`src/common/tbtc_regs.vh`:
```
// Register map, field positions and reset values of the paired timer control block.
// Assumes a 32-bit Avalon-MM slave with byte addresses; included by the design file.
`ifndef TBTC_REGS_VH
`define TBTC_REGS_VH

// Byte offsets of the word registers
`define TBTC_OFS_CTL_EVEN   4'h0
`define TBTC_OFS_CTL_ODD    4'h4
`define TBTC_OFS_CNT_EVEN   4'h8
`define TBTC_OFS_CNT_ODD    4'hc

// Field positions in timer_control
`define TBTC_BIT_ON         15
`define TBTC_BIT_IDLE_STOP  13
`define TBTC_BIT_GATE       7
`define TBTC_BIT_PS_HI      6
`define TBTC_BIT_PS_LO      4
`define TBTC_BIT_PAIR       3
`define TBTC_BIT_CS         1

// Reset values
`define TBTC_RST_CTL        16'h0000
`define TBTC_RST_CNT        16'h0000
`define TBTC_RST_PSC        8'h00

// Prescaler terminal counts (divisor minus one)
`define TBTC_PSC_DIV1       8'h00
`define TBTC_PSC_DIV2       8'h01
`define TBTC_PSC_DIV4       8'h03
`define TBTC_PSC_DIV8       8'h07
`define TBTC_PSC_DIV16      8'h0f
`define TBTC_PSC_DIV32      8'h1f
`define TBTC_PSC_DIV64      8'h3f
`define TBTC_PSC_DIV256     8'hff

`endif

```
`src/design/tbtc_timer.v`:
```
// Even/odd timer pair with control registers, prescalers and 32-bit pairing.
// Assumes an Avalon-MM master on clk_i; gate and timer clock pins are asynchronous.
`timescale 1ns/1ps
`default_nettype none
`include "tbtc_regs.vh"

module tbtc_timer
(
  input  wire        clk_i,            // Peripheral bus clock, 40 MHz
  input  wire        nrst_i,           // Asynchronous reset, active low
  input  wire [3:0]  address_i,        // Avalon byte address
  input  wire        read_i,           // Avalon read request
  input  wire        write_i,          // Avalon write request
  input  wire [31:0] writedata_i,      // Avalon write data
  input  wire [3:0]  byteenable_i,     // Avalon byte lanes
  output reg  [31:0] readdata_o,       // Avalon read data
  output wire        waitrequest_o,    // Avalon wait
  input  wire        idle_i,           // Device Idle mode, same clock domain
  input  wire        gate_even_i,      // Gate pin of even timer
  input  wire        gate_odd_i,       // Gate pin of odd timer
  input  wire        tclk_even_i,      // External clock pin of even timer
  input  wire        tclk_odd_i,       // External clock pin of odd timer
  output reg         wrap_even_o,      // Even counter rolled over while unpaired, pulse
  output reg         wrap_odd_o        // Odd counter (or pair) rolled over, pulse
);

  // Control fields, index 0 even timer, 1 odd timer
  reg  [1:0]  on;                      // Enable bits
  reg  [1:0]  idle_stop;               // Stop in Idle bits
  reg  [1:0]  gate_accumulate_en;      // Gate bits as written
  reg  [1:0]  clock_source_sel;        // Source select bits
  reg  [2:0]  input_prescale_sel_e;    // Even prescale select
  reg  [2:0]  input_prescale_sel_o;    // Odd prescale select
  reg         pair_32bit_mode;         // Only on even timer
  reg  [15:0] cnt_e;                   // Even counter
  reg  [15:0] cnt_o;                   // Odd counter, upper half when paired
  reg  [7:0]  psc_e;                   // Even prescaler
  reg  [7:0]  psc_o;                   // Odd prescaler
  reg         ack;                     // Second cycle of a bus access

  // Pin synchronisers and edge history
  reg  [3:0]  pin_s1;                  // First stage, read only by second
  reg  [3:0]  pin_s2;                  // Second stage
  reg  [1:0]  tclk_d;                  // Delayed timer clocks for edges

  // Combinational next values
  reg  [15:0] next_cnt_e;
  reg  [15:0] next_cnt_o;
  reg  [7:0]  next_psc_e;
  reg  [7:0]  next_psc_o;
  reg         next_wrap_e;
  reg         next_wrap_o;
  reg         tick_e;                  // Even count step this cycle
  reg         tick_o;                  // Odd own count step this cycle
  reg  [31:0] next_rdata;              // Read data to register

  wire        gate_e_s  = pin_s2[0];
  wire        gate_o_s  = pin_s2[1];
  wire        tclk_e_s  = pin_s2[2];
  wire        tclk_o_s  = pin_s2[3];
  wire        rise_e    = tclk_e_s & ~tclk_d[0];
  wire        rise_o    = tclk_o_s & ~tclk_d[1];
  wire        bus_req   = read_i | write_i;
  wire        wr_go     = write_i & ack;

  // Terminal count of the prescaler for a select code
  function [7:0] psc_term;
    input [2:0] sel;
    begin
      case (sel)
        3'h0:    psc_term = `TBTC_PSC_DIV1;
        3'h1:    psc_term = `TBTC_PSC_DIV2;
        3'h2:    psc_term = `TBTC_PSC_DIV4;
        3'h3:    psc_term = `TBTC_PSC_DIV8;
        3'h4:    psc_term = `TBTC_PSC_DIV16;
        3'h5:    psc_term = `TBTC_PSC_DIV32;
        3'h6:    psc_term = `TBTC_PSC_DIV64;
        default: psc_term = `TBTC_PSC_DIV256;
      endcase
    end
  endfunction

  // Whether the input clock may reach the prescaler
  function src_ok;
    input cs;
    input gate_en;
    input gate_pin;
    input ext_rise;
    begin
      if (cs)
        src_ok = ext_rise;
      else
        src_ok = ~gate_en | gate_pin;
    end
  endfunction

  // Control register image as software reads it
  function [31:0] ctl_image;
    input        en;
    input        stop_idle;
    input        gate_en;
    input [2:0]  ps;
    input        pair;
    input        cs;
    begin
      ctl_image = 32'h0000_0000;
      ctl_image[`TBTC_BIT_ON]        = en;
      ctl_image[`TBTC_BIT_IDLE_STOP] = stop_idle;
      ctl_image[`TBTC_BIT_GATE]      = gate_en & ~cs;
      ctl_image[`TBTC_BIT_PS_HI:`TBTC_BIT_PS_LO] = ps;
      ctl_image[`TBTC_BIT_PAIR]      = pair;
      ctl_image[`TBTC_BIT_CS]        = cs;
    end
  endfunction

  // Byte-lane merge for 16-bit counters
  function [15:0] merge16;
    input [15:0] old;
    input [15:0] wd;
    input [1:0]  be;
    begin
      merge16 = old;
      if (be[0])
        merge16[7:0] = wd[7:0];
      if (be[1])
        merge16[15:8] = wd[15:8];
    end
  endfunction

  // One wait cycle per access; the answer comes on the second edge
  assign waitrequest_o = bus_req & ~ack;

  // Synchronise asynchronous pins through two flops
  always @(posedge clk_i or negedge nrst_i)
  begin
    if (!nrst_i)
    begin
      pin_s1 <= 4'h0;
      pin_s2 <= 4'h0;
      tclk_d <= 2'h0;
    end
    else
    begin
      pin_s1 <= {tclk_odd_i, tclk_even_i, gate_odd_i, gate_even_i};
      pin_s2 <= pin_s1;
      tclk_d <= {tclk_o_s, tclk_e_s};  // Edge detect uses second stage only
    end
  end

  // Count steps: prescaler and counters for both halves
  always @*
  begin
    next_psc_e  = psc_e;
    next_psc_o  = psc_o;
    next_cnt_e  = cnt_e;
    next_cnt_o  = cnt_o;
    next_wrap_e = 1'b0;
    next_wrap_o = 1'b0;
    tick_e      = 1'b0;
    tick_o      = 1'b0;
    // Even timer steered by its own control; when paired the odd Stop in Idle bit also halts it
    if (!on[0])
      next_psc_e = `TBTC_RST_PSC;
    else if (!(idle_i & idle_stop[0]) &&
             !(pair_32bit_mode & idle_i & idle_stop[1]) &&
             src_ok(clock_source_sel[0], gate_accumulate_en[0], gate_e_s, rise_e))
    begin
      if (psc_e == psc_term(input_prescale_sel_e))
      begin
        next_psc_e = `TBTC_RST_PSC;
        tick_e     = 1'b1;
      end
      else
        next_psc_e = psc_e + 8'h01;
    end
    if (tick_e)
    begin
      next_cnt_e  = cnt_e + 16'h0001;
      next_wrap_e = (cnt_e == 16'hffff) & ~pair_32bit_mode;
    end
    // Odd timer: chained, or on its own control
    if (pair_32bit_mode)
    begin
      next_psc_o = `TBTC_RST_PSC;
      if (tick_e && cnt_e == 16'hffff)
      begin
        next_cnt_o  = cnt_o + 16'h0001;
        next_wrap_o = (cnt_o == 16'hffff);
      end
    end
    else
    begin
      if (!on[1])
        next_psc_o = `TBTC_RST_PSC;
      else if (!(idle_i & idle_stop[1]) &&
               src_ok(clock_source_sel[1], gate_accumulate_en[1], gate_o_s, rise_o))
      begin
        if (psc_o == psc_term(input_prescale_sel_o))
        begin
          next_psc_o = `TBTC_RST_PSC;
          tick_o     = 1'b1;
        end
        else
          next_psc_o = psc_o + 8'h01;
      end
      if (tick_o)
      begin
        next_cnt_o  = cnt_o + 16'h0001;
        next_wrap_o = (cnt_o == 16'hffff);
      end
    end
  end

  // Read data mux; unmapped addresses return zero
  always @*
  begin
    case (address_i)
      `TBTC_OFS_CTL_EVEN:
        next_rdata = ctl_image(on[0], idle_stop[0], gate_accumulate_en[0],
                               input_prescale_sel_e, pair_32bit_mode,
                               clock_source_sel[0]);
      `TBTC_OFS_CTL_ODD:
        next_rdata = ctl_image(on[1], idle_stop[1], gate_accumulate_en[1],
                               input_prescale_sel_o, 1'b0,
                               clock_source_sel[1]);
      `TBTC_OFS_CNT_EVEN:
        next_rdata = {16'h0000, cnt_e};
      `TBTC_OFS_CNT_ODD:
        next_rdata = {16'h0000, cnt_o};
      default:
        next_rdata = 32'h0000_0000;
    endcase
  end

  // Bus handshake and read data capture
  always @(posedge clk_i or negedge nrst_i)
  begin
    if (!nrst_i)
    begin
      ack        <= 1'b0;
      readdata_o <= 32'h0000_0000;
    end
    else
    begin
      ack <= bus_req & ~ack;
      // Sample in the wait cycle so data stand at the answering edge
      if (read_i && !ack)
        readdata_o <= next_rdata;
    end
  end

  // Control registers; writes land at the answering edge
  always @(posedge clk_i or negedge nrst_i)
  begin
    if (!nrst_i)
    begin
      on                   <= 2'h0;
      idle_stop            <= 2'h0;
      gate_accumulate_en   <= 2'h0;
      clock_source_sel     <= 2'h0;
      input_prescale_sel_e <= 3'h0;
      input_prescale_sel_o <= 3'h0;
      pair_32bit_mode      <= 1'b0;
    end
    else if (wr_go)
    begin
      if (address_i == `TBTC_OFS_CTL_EVEN)
      begin
        if (byteenable_i[1])
        begin
          on[0]        <= writedata_i[`TBTC_BIT_ON];
          idle_stop[0] <= writedata_i[`TBTC_BIT_IDLE_STOP];
        end
        if (byteenable_i[0])
        begin
          gate_accumulate_en[0] <= writedata_i[`TBTC_BIT_GATE];
          input_prescale_sel_e  <= writedata_i[`TBTC_BIT_PS_HI:`TBTC_BIT_PS_LO];
          pair_32bit_mode       <= writedata_i[`TBTC_BIT_PAIR];
          clock_source_sel[0]   <= writedata_i[`TBTC_BIT_CS];
        end
      end
      else if (address_i == `TBTC_OFS_CTL_ODD)
      begin
        // Odd fields are stored even when paired; all but the odd Stop in Idle bit then go unused
        if (byteenable_i[1])
        begin
          on[1]        <= writedata_i[`TBTC_BIT_ON];
          idle_stop[1] <= writedata_i[`TBTC_BIT_IDLE_STOP];
        end
        if (byteenable_i[0])
        begin
          gate_accumulate_en[1] <= writedata_i[`TBTC_BIT_GATE];
          input_prescale_sel_o  <= writedata_i[`TBTC_BIT_PS_HI:`TBTC_BIT_PS_LO];
          clock_source_sel[1]   <= writedata_i[`TBTC_BIT_CS];
        end
      end
    end
  end

  // Counters and prescalers; a software write beats a count step
  always @(posedge clk_i or negedge nrst_i)
  begin
    if (!nrst_i)
    begin
      cnt_e       <= `TBTC_RST_CNT;
      cnt_o       <= `TBTC_RST_CNT;
      psc_e       <= `TBTC_RST_PSC;
      psc_o       <= `TBTC_RST_PSC;
      wrap_even_o <= 1'b0;
      wrap_odd_o  <= 1'b0;
    end
    else
    begin
      psc_e       <= next_psc_e;
      psc_o       <= next_psc_o;
      wrap_even_o <= next_wrap_e;
      wrap_odd_o  <= next_wrap_o;
      if (wr_go && address_i == `TBTC_OFS_CNT_EVEN)
        cnt_e <= merge16(cnt_e, writedata_i[15:0], byteenable_i[1:0]);
      else
        cnt_e <= next_cnt_e;
      if (wr_go && address_i == `TBTC_OFS_CNT_ODD)
        cnt_o <= merge16(cnt_o, writedata_i[15:0], byteenable_i[1:0]);
      else
        cnt_o <= next_cnt_o;
    end
  end

endmodule

`default_nettype wire

```
`config.mk`:
```
export PLATFORM = sky130hd
export DESIGN_NAME = tbtc_timer
export DESIGN_NICKNAME = d
export VERILOG_FILES = /design/src/design/tbtc_timer.v
export VERILOG_INCLUDE_DIRS = /design/src /design/src/common
export SDC_FILE = /design/constraint.sdc
export NUM_CORES = 1
export LEC_CHECK = 0
export BUFFER_PORTS_ARGS = -buffer_cell sky130_fd_sc_hd__buf_2
export CELL_PAD_IN_SITES_DETAIL_PLACEMENT = 2
export CELL_PAD_IN_SITES_GLOBAL_PLACEMENT = 2
export CORE_UTILIZATION = 35
export CTS_CLUSTER_SIZE = 10
export DETAILED_ROUTE_END_ITERATION = 10
export PLACE_DENSITY_LB_ADDON = 0.25
export SYNTH_ARGS = -nofsm -noshare
export SYNTH_HDL_FRONTEND = slang
export SYNTH_SLANG_ARGS = --single-unit
```
`constraint.sdc`:
```
create_clock -name clk_i -period 2.8 [get_ports clk_i]
set_clock_uncertainty 0.05 [all_clocks]
set_input_delay 0.56 -clock clk_i [delete_from_list [all_inputs] [get_ports clk_i]]
set_output_delay 0.56 -clock clk_i [all_outputs]
set_load 0.005 [all_outputs]
```
# == Word level (Yosys, flattened, before mapping) ==
# Cells that the tools add are included.
# classes
add_sub_neg,4
n_eq_ne,26
muxes,39
bitwise,23
reduce_logical,24
# ops
cell,n
$mux W8,14
$pmux W8 S7,2
$mux W16,6
$pmux W16 S4,1
$add A16 B1 Y16 const B,2
$eq A16 B16 Y1 const B,2
$eq A3 B3 Y1 const B,6
$add A8 B1 Y8 const B,2
$eq A8 B8 Y1,2
$mux W1,16
$eq A3 B2 Y1 const B,4
$reduce_and A3 Y1,4
$and A1 B1 Y1,11
$not A1 Y1,9
$eq A4 B4 Y1 const B,2
$ne A2 B2 Y1 const B,4
$reduce_and A4 Y1,2
$logic_and A1 B1 Y1,7
$eq A3 B1 Y1 const B,2
$logic_not A3 Y1,2
$ne A3 B1 Y1 const B,2
$eq A4 B3 Y1 const B,1
$logic_not A1 Y1,4
$logic_not A4 Y1,1
other kinds (5),8
# word_totals
register_bits,108
in_bits,49
output_inout_bits,35
word_cells,140

# == Longest topological paths before layout ==
# Gate-level depths: netlist of run 1.
# logic_depth
depth_word,17
depth_mapped,9
mapped_depth_nobuf,8

# == Worst setup path before layout of run 1 ==
# Ideal clock, no wire load.
# synth_timing
kind,register to register
from,register input_prescale_sel_e[1]
to,register cnt_e[8]
setup_time_ns,0.069
t_arrival_ns,2.446
t_required_ns,2.681
slack_ns,0.235
stages_incl_launch_ff,10
path_buffers,2
period_less_slack_ns,2.565
cell_sequence,dfrtp_1 -> buf_6 -> o21ai_2 -> xor2_1 -> o211ai_2 -> or3_1 -> or4_1 -> buf_2 -> or4_1 -> nand3_1
# synth_between
elab_chain_cells,10
elab_cells_between_ends,16
classes_between,eq/ne: 7; mux: 6; reduce/logical: 3
# synth_rtl
element,line,text
"start, declared",tbtc_timer.v:32,reg [2:0] input_prescale_sel_e;
"start signal, assigned",tbtc_timer.v:277,input_prescale_sel_e <= writedata_i[`TBTC_BIT_PS_HI:`TBTC_BIT_PS_LO];
"$eq A3 B3 Y1, or another cell as far along",tbtc_timer.v:70,case (sel)
$pmux W8 S7 *,tbtc_timer.v:70,
$mux W8 *,tbtc_timer.v:164,else if (!(idle_i & idle_stop[0]) &&
$mux W8 *,tbtc_timer.v:162,if (!on[0])
$eq A8 B8 Y1 *,tbtc_timer.v:168,if (psc_e == psc_term(input_prescale_sel_e))
$mux W1 *,tbtc_timer.v:168,
$mux W1 *,tbtc_timer.v:164,
$mux W1 *,tbtc_timer.v:162,
$reduce_bool A2 Y1 (no line) *,-,
$reduce_and A2 Y1 (no line) *,-,
"end signal, assigned",tbtc_timer.v:305,cnt_e <= `TBTC_RST_CNT;
"end signal, assigned",tbtc_timer.v:319,"cnt_e <= merge16(cnt_e, writedata_i[15:0], byteenable_i[1:0]);"
"end signal, assigned",tbtc_timer.v:321,cnt_e <= next_cnt_e;
"end, declared",tbtc_timer.v:35,reg [15:0] cnt_e;
# Mark *: on every way between the ends. The rest lies on a longest branch, timed or not. The select of a mux whose other input is x is not followed.
# A chain may end at the register's enable or synchronous reset.

# == Worst setup path after layout of run 1 ==
# layout_timing
from,register input_prescale_sel_e[2]
to,register cnt_e[14]
# Same word-level chain as after synthesis.

==> qor.csv, run 1 <==
stage;metric;value;unit
timing;slew_headroom;57.8;%
die;rows;44;
synthesis;synth_area;5190;um2
critical_path;cp_cell_sequence;inv_1 > a21boi_0 > nor2_1 > or3_4 > or4_4 > o211ai_1 > o311ai_0;
placed_design;hpwl;13800;um
critical_path;cp_num_buf_inv;1;
final_layout;drive_gt1_share;23.9;%
critical_path;crit_fanout;8;
final_layout;syn_to_final_growth;22.1;%
die;die_w;124;um
global_route;grt_use_total;25.3;%
synthesis;synth.distinct_cells;72;
synthesis;synthFlopType;dfrtp_1;
flow_run;max_cap_violations;0;
final_layout;fin_util;43.8;%
timing;finalSetupViolCount;0;
cts;clkSlewWorstSetupHoldPaths;0.07;ns
timing;timing.hold.ws;0.148;ns
critical_path;slowest_stage;or4_4;
power;p_per_area;686;nW/um2
cts;clockBufferDepth;2;
timing;hold_viol;0;
placed_design;place_inst;823;
timing;max_freq;360;MHz
global_route;grt_pass1_vias;5156;
worst_hold_path;hold_path_class;in2async;
global_route;antenna_found_initial;0;
global_route;grt_max_degree;52;
final_layout;fin_nets;709;
cts;ctsHtreeMaxLevel;3;
cts;postCtsHoldBufs;0;
placed_design;placed_cell_area;5860;um2
timing;worst_slew_pin_slew;0.629;ns
timing;rsz0062_at_grt;true;
final_layout;diodes;0;
placed_design;routabilityCongestion;0.861;
synthesis;seq_area_frac_synth;44.3;%
critical_path;arrival;2.92;ns
cts;cts_buffers;9;
critical_path;criticalPathCategory;reg2reg;
drt;vias_per_cell;5.83;
synthesis;synth-edff-count;0;
global_route;grt_pass1_wl;28800;um
timing;post-route-period-util;99.2;%
drt;postRouteAntennaNets;0;
drt;wl;18900;um
power;vdd_drop_max;0.452;mV
die;io_pins;84;
synthesis;syn_avg_cell_area;9.08;um2
critical_path;start_kind;flop;
timing;drv_slew;0;
die;fp.coreArea;14500;um2
power;leakagePower;2.70;nW
drt;vias;4923;
die;die_height;124;um
synthesis;synth-async-reset-ratio;100;%
die;initial_core_util;35.9;%
critical_path;path_delay_family;simple AND/OR/NAND/NOR gates;
synthesis;yosysWarnings;0;
global_route;grt-ovfl-total;0;
drt;drc;0;
drt;drt_iter0_markers;264;
die;die_area;15300;um2
cts;tritoncts;done;
synthesis;netlist_instances;572;
drt;drt_pre_antenna_iters;4;
critical_path;end_kind;flop;
drt;wl_per_cell;22.4;um
cts;clock-sinks;92;
critical_path;required;2.94;ns
placed_design;io_buffers;49;
cts;clk_latency;0.35;ns
final_layout;fin_cells;845;
timing;min_period;2.78;ns
cts;clockRootBuffer;clkbuf_16;
final_layout;fin_area;6340;um2
synthesis;yosys_register_bits;92;
critical_path;slowest_delay;0.62;ns
run_status;status;finished, final reports clean;
==> worst paths after layout <==
| path | start | to | slack (ns) | cells after the start |
|---|---|---|---|---|
| max reg2reg | input_prescale_sel_e[2] | cnt_e[14] | 0.02 | 7 |
| max | input_prescale_sel_e[2] | cnt_e[14] | 0.02 | 7 |
| min | nrst_i | psc_o[4] | 0.15 | 1 |
| min reg2reg | pin_s1[0] | pin_s2[0] | 0.30 | 0 |
| max in group asynchronous | nrst_i | psc_e[3] | 1.84 | 2 |
| min in group clk_i | tclk_odd_i | pin_s1[3] | 0.26 | 1 |
==> cells in the final DEF, fill, tap and decap left out, types with 11 or more instances in the layout <==
cell type  count
nand4_1       16
o21ai_0       37
nor2_1        29
inv_1         18
o31ai_1       11
nand2_1       75
nand3_1       23
a21oi_1       19
buf_2         49
dfrtp_1       89
buf_4         51
nor3_1        15
conb_1        16
==> final cells by class <==
class,instances,area (um2)
Inverter,19,71.3
Tap cell,184,230
Multi-Input combinational cell,432,2730
Sequential cell,92,2310
Timing Repair Buffer,102,659
Clock buffer,9,225
Clock inverter,7,123
Fill cell,1595,8140
==> per-layer routing <==
layer / wire length [um] / GRT usage, % / share of wire (%)
met1: 8590 / 33.8 / 45
met3: 772 / 4.03 / 4.1
met5: 0 / 0 / 0
met2: 9260 / 41.4 / 49
met4: 315 / 8.58 / 1.7
==> kinds of logic (layout without fill, tap and decap cells) <==
| logic type | count (synthesis) | in the layout | share of synthesized area [%] |
|---|---|---|---|
| AO/OA/AOI/OAI | 158 | 158 | 21.2 |
| buffers and inverters | 63 | 137 | 5.93 |
| AND/OR/NAND/NOR | 229 | 229 | 22.8 |
| multiplexers | 12 | 12 | 2.55 |
| XOR/XNOR | 12 | 12 | 2.02 |
| adder cells (fa/ha/maj) | 5 | 5 | 1.16 |
| flip-flops | 92 | 92 | 44.3 |
| other | 1 | 16 | 0.0722 |
==> cell usage after synthesis (3+ instances only) <==
master     instances  area, um2
nor2b_1            9       56.3
nand4_1           16        100
o22ai_1            4       25.0
a221oi_1           8       70.1
o32ai_1            4       35.0
ha_1               4       50.1
xnor2_1            3       26.3
inv_1             18       67.6
a31oi_1            9       56.3
and4_1             4       35.0
and3_1            10       62.6
nand2b_1           8       50.1
mux2_2            10        113
nor2_1            30        113
o31ai_1           11       82.6
a22oi_1            8       60.1
nor4_1             5       31.3
nand2_1           75        282
and2_1             3       18.8
o21ai_0           39        195
o31a_1             3       26.3
o211ai_1           7       52.6
buf_4             16        120
xor2_1             9       78.8
nor3b_1            3       22.5
or3_1              7       43.8
nor3_1            15       75.1
o2111ai_1          3       26.3
nand3_1           23        115
o311ai_0           3       26.3
clkbuf_1          24       90.1
a22o_1             7       61.3
or2_2              4       25.0
or4_1              8       60.1
a21oi_1           19       95.1
a211oi_1          12       90.1
dfrtp_1           92       2300
==> flip-flops by register name, summed over array words and instances, names as in the netlist, 2 cells and up <==
signal and flops:
tclk_d 2, cnt_e 16, clock_source_sel 2, psc_e 8, pin_s1 4, gate_accumulate_en 2
pin_s2 4, psc_o 8, idle_stop 2, on 2, input_prescale_sel_o 3, readdata_o 16
cnt_o 16, input_prescale_sel_e 3
==> power breakdown <==
part           switching, mW  internal [mW]  leakage (nW)  total (mW)
combinational          0.616          0.452          1.37        1.07
clock                  0.584          0.879         0.162        1.46
sequential             0.295           1.53          1.17        1.82
total                   1.49           2.86          2.70        4.35
==> repair_timing <==
| item | in CTS | in global routing |
|---|---|---|
| gates cloned | 0 | 1 |
| setup endpoints to repair | 7 | 14 |
| pin swaps | 0 | 17 |
| gates resized for setup | 4 | 18 |
| buffers inserted | 0 | 5 |
==> per-stage QoR <==
| stage | setup TNS [ns] | setup WS (ns) | power [mW] |
|---|---|---|---|
| 6_report | 0 | 0.0235 | 4.35 |
| 3_3_place_gp | 0 | 0.0534 | 2.73 |
| 4_1_cts | 0 | 0.0336 | 4.29 |
| 3_5_place_dp | -0.0572 | -0.0277 | 2.82 |
| 5_1_grt | -0.239 | -0.0751 | 4.56 |
| 2_1_floorplan | 0 | 0.235 | 2.33 |
No activity file was read; power rests on OpenSTA's default activity.
==> run 2: changes to the inputs <==
--- a/config.mk
+++ b/config.mk
@@ -6,10 +6,11 @@
 export SDC_FILE = /design/constraint.sdc
 export NUM_CORES = 1
 export LEC_CHECK = 0
+export ABC_AREA = 1
 export BUFFER_PORTS_ARGS = -buffer_cell sky130_fd_sc_hd__buf_2
 export CELL_PAD_IN_SITES_DETAIL_PLACEMENT = 2
 export CELL_PAD_IN_SITES_GLOBAL_PLACEMENT = 2
-export CORE_UTILIZATION = 35
+export CORE_UTILIZATION = 33
 export CTS_CLUSTER_SIZE = 10
 export DETAILED_ROUTE_END_ITERATION = 10
 export PLACE_DENSITY_LB_ADDON = 0.25
==> qor.csv, run 2 <==
stage;metric;value;unit
run_status;status;finished, final reports clean;
die;fp.coreArea;16100;um2
drt;drc;0;
timing;worst_slew_pin_slew;0.565;ns
critical_path;crit_fanout;18;
power;p_per_area;633;nW/um2
synthesis;yosysWarnings;0;
drt;vias;5278;
power;vdd_drop_max;0.308;mV
final_layout;largestRegisters;cnt_e x16, cnt_o x16, readdata_o x16;
global_route;grt_use_total;23.2;%
synthesis;synth_top_area_share;41.7;%
drt;wl_per_cell;18.7;um
synthesis;synth.distinct_cells;39;
global_route;grt_pass1_wl;31200;um
timing;max_freq;421;MHz
power;combPwrFrac;23.0;%
synthesis;synth-edff-count;0;
drt;postRouteAntennaNets;0;
critical_path;crit_end;cnt_o[0];
cts;ctsHtreeMaxLevel;3;
cts;clock-sinks;92;
global_route;antenna_found_initial;0;
critical_path;cp_cell_sequence;ha_1 > inv_1 > nor3_2 > nand4_1 > nor2_2 > nand4_4 > nand3_4 > nand2_2 > nand2_1 > nand2_1;
critical_path;cp-startpoint;cnt_e[1];
power;netSwitchingFraction;35.2;%
final_layout;fin_util;38.7;%
critical_path;ff2ff_setup_slack;0.43;ns
drt;drt_iter0_markers;232;
synthesis;synth_common_cells;nand2_1 (250), dfrtp_1 (92), inv_1 (74), o21ai_0 (53), nand3_1 (52);
final_layout;drive_gt1_share;13.3;%
timing;setup_tns;0;ns
timing;post-route-period-util;84.8;%
die;rows;46;
die;die_w;131;um
power;pwr-share-clk;32.8;%
cts;cts_buffers;9;
synthesis;seq_area_frac_synth;41.7;%
cts;clockRootBuffer;clkbuf_16;
critical_path;arrival;2.56;ns
critical_path;slowest_delay;0.40;ns
timing;min_period;2.37;ns
power;fin_total_pwr;3.95;mW
critical_path;start_kind;flop;
drt;vias_per_cell;5.17;
critical_path;reg2reg_to;cnt_o[0];
die;die_height;131;um
power;leakagePower;2.97;nW
cts;post-cts-setup-buffers;0;
cts;cts-resized-gates;0;
power;switchingPower;1.39;mW
power;p_int;2.56;mW
critical_path;rr_startpoint;cnt_e[1];
placed_design;routabilityCongestion;0.843;
final_layout;final_common_cell;nand2_1;
critical_path;required;2.99;ns
critical_path;cp_num_buf_inv;1;
synthesis;syn_avg_cell_area;7.33;um2
synthesis;synth-async-reset-ratio;100;%
power;share_seq_of_total_power;44.2;%
global_route;grt_pass1_vias;5814;
cts;clkSlewWorstSetupHoldPaths;0.07;ns
final_layout;diodes;0;
cts;postCtsHoldBufs;0;
cts;clk_latency;0.36;ns
final_layout;syn_to_final_growth;13.1;%
synthesis;synth_area_leaders;dfrtp_1 (42%), nand2_1 (17%), inv_1 (5.0%), o21ai_0 (4.8%), nand3_1 (4.7%);
critical_path;slowest_stage;dfrtp_1;
timing;finalSetupViolCount;0;
cts;clockBufferDepth;2;
global_route;grt_max_degree;32;
flow_run;max_cap_violations;0;
cts;tritoncts;done;
critical_path;path_delay_family;simple AND/OR/NAND/NOR gates;
final_layout;layout.cells.most_common_list;nand2_1 (250), dfrtp_1 (92), inv_1 (74);
critical_path;end_kind;flop;
placed_design;io_buffers;49;
drt;wl;19100;um
worst_hold_path;hold_path_class;in2async;
global_route;grt-ovfl-total;0;
critical_path;cp.depth;10;
die;die_area;17200;um2
drt;drt_pre_antenna_iters;4;
die;io_pins;84;
critical_path;worst_r2r_path_depth;10;
timing;hold_viol;0;
synthesis;netlist_instances;752;
synthesis;yosysMostFrequentCell;nand2_1;
timing;slew_headroom;62.0;%
critical_path;criticalPathCategory;reg2reg;
synthesis;yosysTopAreaCell;dfrtp_1;
timing;rsz0062_at_grt;false;
timing;timing.hold.ws;0.108;ns
synthesis;synth_area;5520;um2
final_layout;fin_nets;853;
timing;drv_slew;0;
critical_path;cpMostUsedCell;nand2_1;
synthesis;synthFlopType;dfrtp_1;
die;initial_core_util;34.2;%
placed_design;hpwl;14800;um
synthesis;yosys_register_bits;92;
-- run 2: changes by cell type after synthesis, sizes merged, moves of 9 or more --
cell,delta
clkbuf,-15
mux2,-10
o31ai,-11
a211oi,-12
inv,+62
nor2b,-9
o21ai,+23
nor2,+28
nand2,+184
nand3,+32
-- run 2: worst min-delay path by stage --
| stage | from | endpoint | slack (ns) | depth (start not counted) |
|---|---|---|---|---|
| floorplan | nrst_i | ack | 0.21 | 0 |
| global placement | pin_s1[1] | pin_s2[1] | 0.29 | 0 |
| detailed placement | pin_s1[1] | pin_s2[1] | 0.29 | 0 |
| CTS | nrst_i | cnt_e[10] | 0.11 | 1 |
| global route | nrst_i | cnt_e[10] | 0.14 | 1 |
| finish | nrst_i | cnt_e[10] | 0.11 | 1 |
-- run 2: power groups by stage --
stage	logic [mW]	clock network (mW)	registers [mW]
after floorplan	0.675	0	1.67
after global placement	0.847	0	1.76
after detailed placement	0.912	0	1.77
after CTS	0.924	1.33	1.75
after global routing	1.03	1.37	1.78
final	0.908	1.30	1.75
-- run 2: final cells by class --
class / count / area [um2]
fill: 1952 / 9880
multi-input combinational: 558 / 2730
sequential: 92 / 2300
timing repair buffer: 57 / 320
inverter: 82 / 308
tap: 216 / 270
clock buffer: 11 / 253
clock inverter: 5 / 60.1
-- run 2: per-stage QoR --
stage	setup slack (ns)	instance area, um2	instances
final	0.426	6240	1021
after global routing	0.246	6240	1021
after CTS	0.422	6240	1021
after detailed placement	0.267	5930	1005
after global placement	0.417	5930	1005
after floorplan	0.924	5570	767
-- run 2: cell families (layout without fill, tap and decap cells) --
| family | Yosys count | count (layout) | share of synthesized area [%] |
|---|---|---|---|
| AOI/OAI and AO/OA | 118 | 118 | 12.2 |
| xor gates and xnor gates | 17 | 17 | 2.70 |
| adders and majority gates | 4 | 4 | 0.907 |
| buffers and inverters | 117 | 155 | 9.87 |
| DFF | 92 | 92 | 41.7 |
| other | 1 | 16 | 0.0680 |
| and+or+nand+nor | 403 | 403 | 32.5 |
-- run 2: routing by layer --
layer | track usage (%) | up-vias | share of wire, %
met5 | 0 | - | 0
met4 | 10.1 | 0 | 3.4
met3 | 3.67 | 30 | 2.3
met2 | 42.2 | 73 | 52
met1 | 26.9 | 2669 | 42
li1 | - | 2506 | -
